**src/include/fbmc_defines.svh**
```systemverilog
// timing counts, field positions and command codes for the flash bus mode controller
`ifndef FBMC_DEFINES_SVH
`define FBMC_DEFINES_SVH
`define FBMC_CLK_NS          40
`define FBMC_ACC_NS          120
`define FBMC_ACC_CYC         ((`FBMC_ACC_NS + `FBMC_CLK_NS - 1) / `FBMC_CLK_NS)
`define FBMC_WP_NS           50
`define FBMC_WP_CYC          ((`FBMC_WP_NS + `FBMC_CLK_NS - 1) / `FBMC_CLK_NS)
`define FBMC_RST_LOW_NS      500
`define FBMC_RST_LOW_CYC     ((`FBMC_RST_LOW_NS + `FBMC_CLK_NS - 1) / `FBMC_CLK_NS)
`define FBMC_RECOV_NS        50
`define FBMC_RECOV_CYC       ((`FBMC_RECOV_NS + `FBMC_CLK_NS - 1) / `FBMC_CLK_NS)
`define FBMC_SETUP_CYC       1
`define FBMC_CNT_W           5
`define FBMC_ADDR_W          20
`define FBMC_DATA_W          16
`define FBMC_BIT_ZERO_POS    0
`define FBMC_BIT_ONE_POS     1
`define FBMC_BIT_SIX_POS     6
`define FBMC_CTL_RST         7'b1111000
`define FBMC_PROT_OFS        20'h00002
`define FBMC_SECT_LSB        12
`define FBMC_CMD_READ        3'h0
`define FBMC_CMD_WRITE       3'h1
`define FBMC_CMD_ID_READ     3'h2
`define FBMC_CMD_PROTECT     3'h3
`define FBMC_CMD_UNPROTECT   3'h4
`define FBMC_CMD_RESET       3'h5
`define FBMC_CMD_PROT_CHK    3'h6
`endif

```
**src/include/fbmc_pkg.sv**
```systemverilog
// types for the flash bus mode controller
`include "fbmc_defines.svh"
package fbmc_pkg;
  typedef logic [`FBMC_ADDR_W-1:0] fbmc_addr_t;
  typedef logic [`FBMC_DATA_W-1:0] fbmc_data_t;
  typedef logic [`FBMC_CNT_W-1:0]  fbmc_cnt_t;
  typedef struct packed {
    logic [2:0] cmd;
    fbmc_addr_t addr;
    fbmc_data_t data;
  } fbmc_req_s;
  typedef struct packed {
    logic ce_n;
    logic oe_n;
    logic we_n;
    logic rst_n;
    logic bit_nine_hv;
    logic oe_hv;
    logic rst_hv;
  } fbmc_ctl_s;
  typedef enum logic [6:0] {
    ST_IDLE  = 7'b0000001,
    ST_SETUP = 7'b0000010,
    ST_PULSE = 7'b0000100,
    ST_WAIT  = 7'b0001000,
    ST_HOLD  = 7'b0010000,
    ST_RST   = 7'b0100000,
    ST_RECOV = 7'b1000000
  } fbmc_state_e;
endpackage

```
**src/hdl/fbmc_timer.sv**
```systemverilog
// down counter that flags expiry of a loaded cycle count
`timescale 1ns/100ps
module fbmc_timer
  import fbmc_pkg::*;
(
  input  wire logic      I_CLK,
  input  wire logic      I_RST_N,
  input  wire logic      i_load,
  input  wire fbmc_cnt_t i_count,
  output logic           o_done
);
  fbmc_cnt_t cnt_q, cnt_d;
  logic      done_q, done_d;

  always_comb begin
    cnt_d  = cnt_q;
    done_d = 1'b0;
    if (i_load) begin
      cnt_d = i_count;
    end else if (cnt_q != '0) begin
      cnt_d  = cnt_q - 1'b1;
      done_d = (cnt_q == fbmc_cnt_t'(1));
    end
  end

  always_ff @(posedge I_CLK or negedge I_RST_N) begin
    if (!I_RST_N) begin
      cnt_q  <= '0;
      done_q <= 1'b0;
    end else begin
      cnt_q  <= cnt_d;
      done_q <= done_d;
    end
  end

  assign o_done = done_q;
endmodule

```
**src/hdl/fbmc_host.sv**
```systemverilog
// host-side pin sequencer that drives a parallel flash through its bus modes
`timescale 1ns/100ps
module fbmc_host
  import fbmc_pkg::*;
(
  input  wire logic       I_CLK,
  input  wire logic       I_RST_N,
  input  wire fbmc_req_s  I_REQ,
  input  wire logic       I_REQ_VALID,
  input  wire logic       I_TEMP_UNPROT,
  input  wire fbmc_data_t I_DQ_IN,
  output logic            O_REQ_READY,
  output fbmc_data_t      O_RD_DATA,
  output logic            O_RD_VALID,
  output logic            O_PROTECTED,
  output fbmc_ctl_s       O_CTL,
  output fbmc_addr_t      O_ADDR,
  output fbmc_data_t      O_DQ_OUT,
  output logic            O_DQ_OE
);
  fbmc_state_e st_q, st_d;
  fbmc_req_s   req_q, req_d;
  fbmc_ctl_s   ctl_q, ctl_d;
  fbmc_addr_t  addr_q, addr_d;
  fbmc_data_t  dout_q, dout_d;
  fbmc_data_t  rdat_q, rdat_d;
  logic        oe_q, oe_d;
  logic        rvld_q, rvld_d;
  logic        prot_q, prot_d;
  logic        rdy_q, rdy_d;
  logic        tload;
  fbmc_cnt_t   tcount;
  logic        tdone;
  logic        is_read;
  logic        is_hv;

  fbmc_timer u_timer (
    .I_CLK   (I_CLK),
    .I_RST_N (I_RST_N),
    .i_load  (tload),
    .i_count (tcount),
    .o_done  (tdone)
  );

  always_comb begin
    is_read = (req_q.cmd == `FBMC_CMD_READ) || (req_q.cmd == `FBMC_CMD_ID_READ) ||
              (req_q.cmd == `FBMC_CMD_PROT_CHK);
    is_hv   = (req_q.cmd == `FBMC_CMD_PROTECT) || (req_q.cmd == `FBMC_CMD_UNPROTECT);
  end

  always_comb begin
    st_d   = st_q;
    req_d  = req_q;
    ctl_d  = ctl_q;
    addr_d = addr_q;
    dout_d = dout_q;
    rdat_d = rdat_q;
    oe_d   = oe_q;
    rvld_d = 1'b0;
    prot_d = prot_q;
    rdy_d  = 1'b0;
    tload  = 1'b0;
    tcount = '0;
    ctl_d.rst_hv = I_TEMP_UNPROT;
    unique case (st_q)
      ST_IDLE: begin
        ctl_d.ce_n        = 1'b1;
        ctl_d.oe_n        = 1'b1;
        ctl_d.we_n        = 1'b1;
        ctl_d.bit_nine_hv = 1'b0;
        ctl_d.oe_hv       = 1'b0;
        oe_d        = 1'b0;
        rdy_d       = 1'b1;
        if (I_REQ_VALID && rdy_q) begin
          req_d = I_REQ;
          rdy_d = 1'b0;
          if (I_REQ.cmd == `FBMC_CMD_RESET) begin
            ctl_d.rst_n = 1'b0;
            tload       = 1'b1;
            tcount      = fbmc_cnt_t'(`FBMC_RST_LOW_CYC);
            st_d        = ST_RST;
          end else begin
            addr_d = I_REQ.addr;
            unique case (I_REQ.cmd)
              `FBMC_CMD_ID_READ: begin
                addr_d[`FBMC_BIT_ONE_POS]  = 1'b0;
                addr_d[`FBMC_BIT_SIX_POS]  = 1'b0;
                ctl_d.bit_nine_hv          = 1'b1;
              end
              `FBMC_CMD_PROTECT, `FBMC_CMD_UNPROTECT: begin
                addr_d[`FBMC_BIT_ZERO_POS] = 1'b0;
                addr_d[`FBMC_BIT_ONE_POS]  = 1'b1;
                addr_d[`FBMC_BIT_SIX_POS]  = (I_REQ.cmd == `FBMC_CMD_UNPROTECT);
                ctl_d.bit_nine_hv          = 1'b1;
                ctl_d.oe_hv          = 1'b1;
              end
              `FBMC_CMD_PROT_CHK: begin
                addr_d = (I_REQ.addr & ~((fbmc_addr_t'(1) << `FBMC_SECT_LSB) - 1'b1)) |
                         `FBMC_PROT_OFS;
              end
              default: begin
                addr_d = I_REQ.addr;
              end
            endcase
            ctl_d.ce_n = 1'b0;
            tload      = 1'b1;
            tcount     = fbmc_cnt_t'(`FBMC_SETUP_CYC);
            st_d       = ST_SETUP;
          end
        end
      end
      ST_SETUP: begin
        if (tdone) begin
          tload = 1'b1;
          if (is_read) begin
            ctl_d.oe_n = 1'b0;
            tcount     = fbmc_cnt_t'(`FBMC_ACC_CYC);
            st_d       = ST_WAIT;
          end else begin
            ctl_d.we_n = 1'b0;
            oe_d       = !is_hv;
            dout_d     = req_q.data;
            tcount     = fbmc_cnt_t'(`FBMC_WP_CYC);
            st_d       = ST_PULSE;
          end
        end
      end
      ST_PULSE: begin
        if (tdone) begin
          ctl_d.we_n = 1'b1;
          tload      = 1'b1;
          tcount     = fbmc_cnt_t'(`FBMC_SETUP_CYC);
          st_d       = ST_HOLD;
        end
      end
      ST_WAIT: begin
        if (tdone) begin
          rdat_d = I_DQ_IN;
          rvld_d = 1'b1;
          if (req_q.cmd == `FBMC_CMD_PROT_CHK) begin
            prot_d = I_DQ_IN[0];
          end
          ctl_d.oe_n = 1'b1;
          tload      = 1'b1;
          tcount     = fbmc_cnt_t'(`FBMC_SETUP_CYC);
          st_d       = ST_HOLD;
        end
      end
      ST_HOLD: begin
        if (tdone) begin
          ctl_d.ce_n        = 1'b1;
          ctl_d.bit_nine_hv = 1'b0;
          ctl_d.oe_hv       = 1'b0;
          oe_d        = 1'b0;
          st_d        = ST_IDLE;
        end
      end
      ST_RST: begin
        if (tdone) begin
          ctl_d.rst_n = 1'b1;
          tload       = 1'b1;
          tcount      = fbmc_cnt_t'(`FBMC_RECOV_CYC);
          st_d        = ST_RECOV;
        end
      end
      ST_RECOV: begin
        if (tdone) begin
          st_d = ST_IDLE;
        end
      end
      default: begin
        st_d = ST_IDLE;
      end
    endcase
  end

  // address is held between requests so the device may sleep on stable lines
  always_ff @(posedge I_CLK or negedge I_RST_N) begin
    if (!I_RST_N) begin
      st_q   <= ST_IDLE;
      req_q  <= '0;
      ctl_q  <= `FBMC_CTL_RST;
      addr_q <= '0;
      dout_q <= '0;
      rdat_q <= '0;
      oe_q   <= 1'b0;
      rvld_q <= 1'b0;
      prot_q <= 1'b0;
      rdy_q  <= 1'b0;
    end else begin
      st_q   <= st_d;
      req_q  <= req_d;
      ctl_q  <= ctl_d;
      addr_q <= addr_d;
      dout_q <= dout_d;
      rdat_q <= rdat_d;
      oe_q   <= oe_d;
      rvld_q <= rvld_d;
      prot_q <= prot_d;
      rdy_q  <= rdy_d;
    end
  end

  assign O_REQ_READY = rdy_q;
  assign O_RD_DATA   = rdat_q;
  assign O_RD_VALID  = rvld_q;
  assign O_PROTECTED = prot_q;
  assign O_CTL       = ctl_q;
  assign O_ADDR      = addr_q;
  assign O_DQ_OUT    = dout_q;
  assign O_DQ_OE     = oe_q;
endmodule

```
**config.mk**
```make
export PLATFORM = sky130hd
export DESIGN_NAME = fbmc_host
export DESIGN_NICKNAME = d
export VERILOG_FILES = /design/src/include/fbmc_pkg.sv /design/src/hdl/fbmc_timer.sv /design/src/hdl/fbmc_host.sv
export VERILOG_INCLUDE_DIRS = /design/src /design/src/include
export SDC_FILE = /design/constraint.sdc
export NUM_CORES = 1
export LEC_CHECK = 0
export ABC_AREA = 1
export BUFFER_PORTS_ARGS = -buffer_cell sky130_fd_sc_hd__buf_2
export CORE_UTILIZATION = 49
export CTS_BUF_LIST = sky130_fd_sc_hd__clkbuf_4
export CTS_CLUSTER_SIZE = 25
export DETAILED_ROUTE_END_ITERATION = 8
export GPL_TIMING_DRIVEN = 1
export HOLD_SLACK_MARGIN = 0.06
export PLACE_DENSITY_LB_ADDON = 0.2
export SKIP_CTS_REPAIR_TIMING = 1
export SYNTH_ARGS = -nofsm -noshare
export SYNTH_HDL_FRONTEND = slang
export SYNTH_SLANG_ARGS = --single-unit
```
**constraint.sdc**
```tcl
create_clock -name I_CLK -period 1.35 [get_ports I_CLK]
set_input_delay 0.135 -clock I_CLK [delete_from_list [all_inputs] [get_ports I_CLK]]
set_output_delay 0.135 -clock I_CLK [all_outputs]
set_load 0.005 [all_outputs]
```
# Word level (Yosys, flattened, before mapping)
# Index checks and enable logic that the tools add are counted.
# Widths: inputs -> output; s select.
dict set report op_classes {
  addsub 1
  n_mul 0
  div 0
  order_cmp 0
  eq_ne 28
  shift 0
  mux 51
  bitwise 2
  n_reduce_logical 31
}
# cell count
set op_table {}
lappend op_table {{$mux 7} 5}
lappend op_table {{$pmux 7 s5} 1}
lappend op_table {{$mux 1} 21}
lappend op_table {{$mux 5} 4}
lappend op_table {{$pmux 5 s4} 1}
lappend op_table {{$mux 4} 4}
lappend op_table {{$reduce_and 4->1} 4}
lappend op_table {{$eq 3x3->1 const B} 5}
lappend op_table {{$ne 2x1->1 const B} 7}
lappend op_table {{$eq 3x2->1 const B} 4}
lappend op_table {{$pmux 1 s2} 5}
lappend op_table {{$pmux 1 s3} 3}
lappend op_table {{$reduce_and 3->1} 3}
lappend op_table {{$reduce_bool 3->1} 3}
lappend op_table {{$mux 2} 4}
lappend op_table {{$ne 2x2->1 const B} 4}
lappend op_table {{$reduce_or 2->1} 4}
lappend op_table {{$eq 7x1->1 const B} 1}
lappend op_table {{$eq 7x2->1 const B} 1}
lappend op_table {{$eq 7x3->1 const B} 1}
lappend op_table {{$eq 7x4->1 const B} 1}
lappend op_table {{$eq 7x5->1 const B} 1}
lappend op_table {{$eq 7x6->1 const B} 1}
lappend op_table {{$eq 7x7->1 const B} 1}
lappend op_table {{other kinds (16)} 24}
dict set report totals {
  ff_bits 95
  latchBits 0
  ramBits 0
  rom_bits 0
  wordCells 132
  mem_count 0
}

# Depth between registers and ports, before layout
dict set report logic_depth {
  ltp_word 7
  depth_mapped 11
}

# By module
# From an unflattened synthesis, not the netlist that was laid out.
dict set report unflattened {
  hier_cells 495
  hier_area_um2 4184.0
}
# module instances cells_each area_each_um2 seq_area_each_um2
set modules_own_cells {}
lappend modules_own_cells {fbmc_host 1 453 3833.7 2233.4}
lappend modules_own_cells {fbmc_timer 1 42 350.3 150.1}

# Least setup slack after synthesis
# OpenSTA, ideal clock, no wires.
dict set report synth_timing {
  kind {flip-flop to flip-flop}
  startpoint {register st_q[0]}
  endpoint {register addr_q[6], in the netlist O_ADDR[6]}
  arrival_ps 1341
  setup_slack_ps -112
  path_stages_with_launch 9
  n_path_buf 1
  synth_period_minus_slack_ps 1462
  cell_sequence {dfstp_2 inv_2 nor3_4 nand2_4 clkinv_4 nand3_4 buf_6 nand2_1 o21ai_2}
}
dict set report synth_between {
  elab_chain_cells 2
}
# element line
set synth_rtl {}
lappend synth_rtl {{from (decl)} fbmc_host.sv:21} ;# fbmc_state_e st_q, st_d;
lappend synth_rtl {{from (signal assigned)} fbmc_host.sv:191} ;# st_q <= st_d;
lappend synth_rtl {{$eq 7x1->1} fbmc_host.sv:65} ;# unique case (st_q)
lappend synth_rtl {{$reduce_and 3->1 (no source line)} n/a}
lappend synth_rtl {{to (signal assigned)} fbmc_host.sv:194} ;# addr_q <= addr_d;
lappend synth_rtl {{to (decl)} fbmc_host.sv:24} ;# fbmc_addr_t addr_q, addr_d;
# Every way passes these cells.
# A chain may end at the register's enable or synchronous reset.

# Worst setup path in the final report
dict set report layout_timing {
  startpoint {register st_q[3]}
  endpoint {register req_q[9] in the netlist's numbering}
}
dict set report layout_between {
  elab_chain_cells 2
}
# element line
set layout_rtl {}
lappend layout_rtl {{$eq 7x1->1} fbmc_host.sv:65}
lappend layout_rtl {{$reduce_and 2->1 (no source line)} n/a}
lappend layout_rtl {{to (signal assigned)} fbmc_host.sv:192} ;# req_q <= req_d;
lappend layout_rtl {{to (decl)} fbmc_host.sv:22} ;# fbmc_req_s req_q, req_d;
# Every way passes these cells.

==> metrics.txt <==
sequential fraction of the synthesis area 56.2%; RSZ-0062 raised after global routing yes; Netlist Area Pre-Place 0.00424 mm2; fraction of layout cells with a size suffix above 1 46.0%; Post-synth EDFFs 0; final worst setup slack -0.258 ns; vias in the first global route 3401; Clk pin slew, worst setup/hold paths 0.17 ns; Final Hold Fails 0; Placed Cells 715; Final #Nets 762; Clock Latency Late Sink 0.46 ns; ys flop type dfrtp_1; CTS tree done; router iterations before antenna repair 4; core area 0.00830 mm2; area leader, netlist dfrtp_1; count leader, synth nand2_1; average size of a mapped cell 9.18 um2; CTS Buffer Depth 2; Setup CP Type flop to flop; Mapped Nets 524; Fmax achieved 622 MHz; routed length per instance 14.6 um; design area 0.00660 mm2; post-synthesis cell type count 31; synth-to-layout area growth 55.5%; Worst Path Arrival 1.98 ns; maximum VDD drop 1.08 mV; std cell rows 33; ant diodes 0; HP Class input port to flop; Leak 3.41 nW; Post-DP HPWL 6890 um; drt initial violations 190; synth cell count leaders nand2_1 (165), dfrtp_1 (90), inv_1 (34), o21ai_0 (26), o21ai_1 (21); global-route wire length before repair 15500 um; Post-DRT Antenna Nets 0; CTS H-tree lvls 3; Global Route Usage Sum 22.3%; I/O pin count 122; Pwr Density 1610 mW/mm2; Setup crit start kind flop; DIE AREA 0.00903 mm2; Num CTS Buffers 9; largest net degree at the start of global routing 36; synth top area cells dfrtp_1 (53%), nand2_1 (15%), dfstp_2 (3.1%); failing checks negative setup slack; post-synth top area share 53.1%; WP data required 1.73 ns; vias 3986; overall overflow remaining after global route 0; PortBufs 121; RePlAce Congestion 0.856; Final setup viols 92; CTS root buf clkbuf_4; Total Neg Setup Slack -14.65 ns; Synth warnings 0; dpl ws -0.181 ns; Yosys reg bits 95; starting density of the core 51.1%; slew margin rel. 71.7%; Clock Sinks 95; Max Slew Vio Count 0; Cell Count, Final, Fillers Out 810; Placement Cell Area 0.00525 mm2; initial antenna violation count 0; Die H 95.1 um; Post-synth ARST share 100%; Final Skew 0.0283 ns; outcome finished with violations; max_cap viols 0; DRC viols 0; Die W 95.1 um; Syn Inst Count 462; crit-path max FO 17; Final Critical Period 1.61 ns; critical path endpoint category flop; via/cell ratio 4.92; final WL 11800 um; worst-margin pin slew 0.425 ns; crit share post-route 119%
-- sequential cells by signal (all words and copies together), names as in the netlist, 5 cells and up --
register,count
O_ADDR,20
req_q,19
O_CTL,7
O_RD_DATA,16
u_timer.cnt_q,5
O_DQ_OUT,16
st_q,7
-- layer usage --
metal  global-route usage, %  share of wire, %  wire (um)  vias to the layer above
met1                    29.3                41       4830                     1912
met5                       0                 0          0                        -
li1                        -                 -          -                     1945
met4                    7.95               1.6        193                        0
met3                    5.82               5.5        650                       17
met2                    35.7                52       6160                      112
-- cells by family (layout without fill, tap and decap cells) --
group,count (synthesis),after routing,share of synthesized area [%]
xor gates and xnor gates,4,4,0.826
adders and majority gates,3,3,0.885
DFF,95,95,56.2
buffers and inverters,58,300,6.99
AOI/OAI and AO/OA,71,71,9.76
and+or+nand+nor,231,232,25.4
-- power by group --
part	leakage [nW]	internal, W	switching, W
clock	0.0663	0.000399	0.00103
combinational	2.20	0.00226	0.00258
sequential	1.14	0.00382	0.000564
total	3.41	0.00647	0.00417
-- metrics by stage --
stage               util [%]  power, W  hold WS (ns)
finish                  79.5    0.0106        0.0157
global route            79.5    0.0114        0.0851
CTS                     64.8   0.00958        -0.423
detailed placement      63.3   0.00815        0.0998
global placement        63.3   0.00798        0.0969
floorplan                  -   0.00653        -0.161
-- cell usage in the layout (no fill, tap or decap), types with 7 or more instances in the layout --
cell           count
o21ai_1           26
clkbuf_4           9
buf_12             7
o21ai_2           18
dfrtp_1           88
o21ai_0           16
inv_1             34
dlygate4sd3_1     56
nand2_1          115
buf_4             41
buf_2            120
inv_2              8
nor2_1            15
nand2_2           32
nand2_4           30
buf_6              8
nand3_1            9
-- critical path: stages (launching register included) --
cell and delay [ns]:
dfrtp_1 0.42, inv_2 0.08, nand2_4 0.06, nor3_4 0.26
buf_6 0.15, nand3_4 0.11, buf_6 0.18, clkinv_8 0.08
nand2_1 0.08, o21ai_0 0.12
-- path summary, 6_finish.rpt --
path                                           start                    end  slack (ns)  depth (start not counted)
max in group asynchronous                    I_RST_N   O_CTL[6]$_DFFE_PN1P_        0.63                          3
worst min register to register  O_CTL[3]$_DFFE_PN1P_   O_CTL[3]$_DFFE_PN1P_        0.46                          2
worst min-delay path                       I_REQ[38]  req_q[38]$_DFFE_PN0P_        0.02                          3
min in group asynchronous                    I_RST_N   req_q[9]$_DFFE_PN0P_        0.12                          2
worst max register to register   st_q[3]$_DFFE_PN0P_   req_q[9]$_DFFE_PN0P_       -0.26                          9
worst max-delay path             st_q[3]$_DFFE_PN0P_   req_q[9]$_DFFE_PN0P_       -0.26                          9
-- cell type report --
type / count / area (um2)
sequential: 95 / 2390
tap: 105 / 131
fill: 509 / 1700
clock buffer: 9 / 67.6
multi-input combinational: 310 / 1940
timing repair inverter: 3 / 36.3
timing repair buffer: 236 / 1790
clock inverter: 7 / 53.8
inverter: 45 / 191
Note: power is estimated with default switching activity, not from simulation.
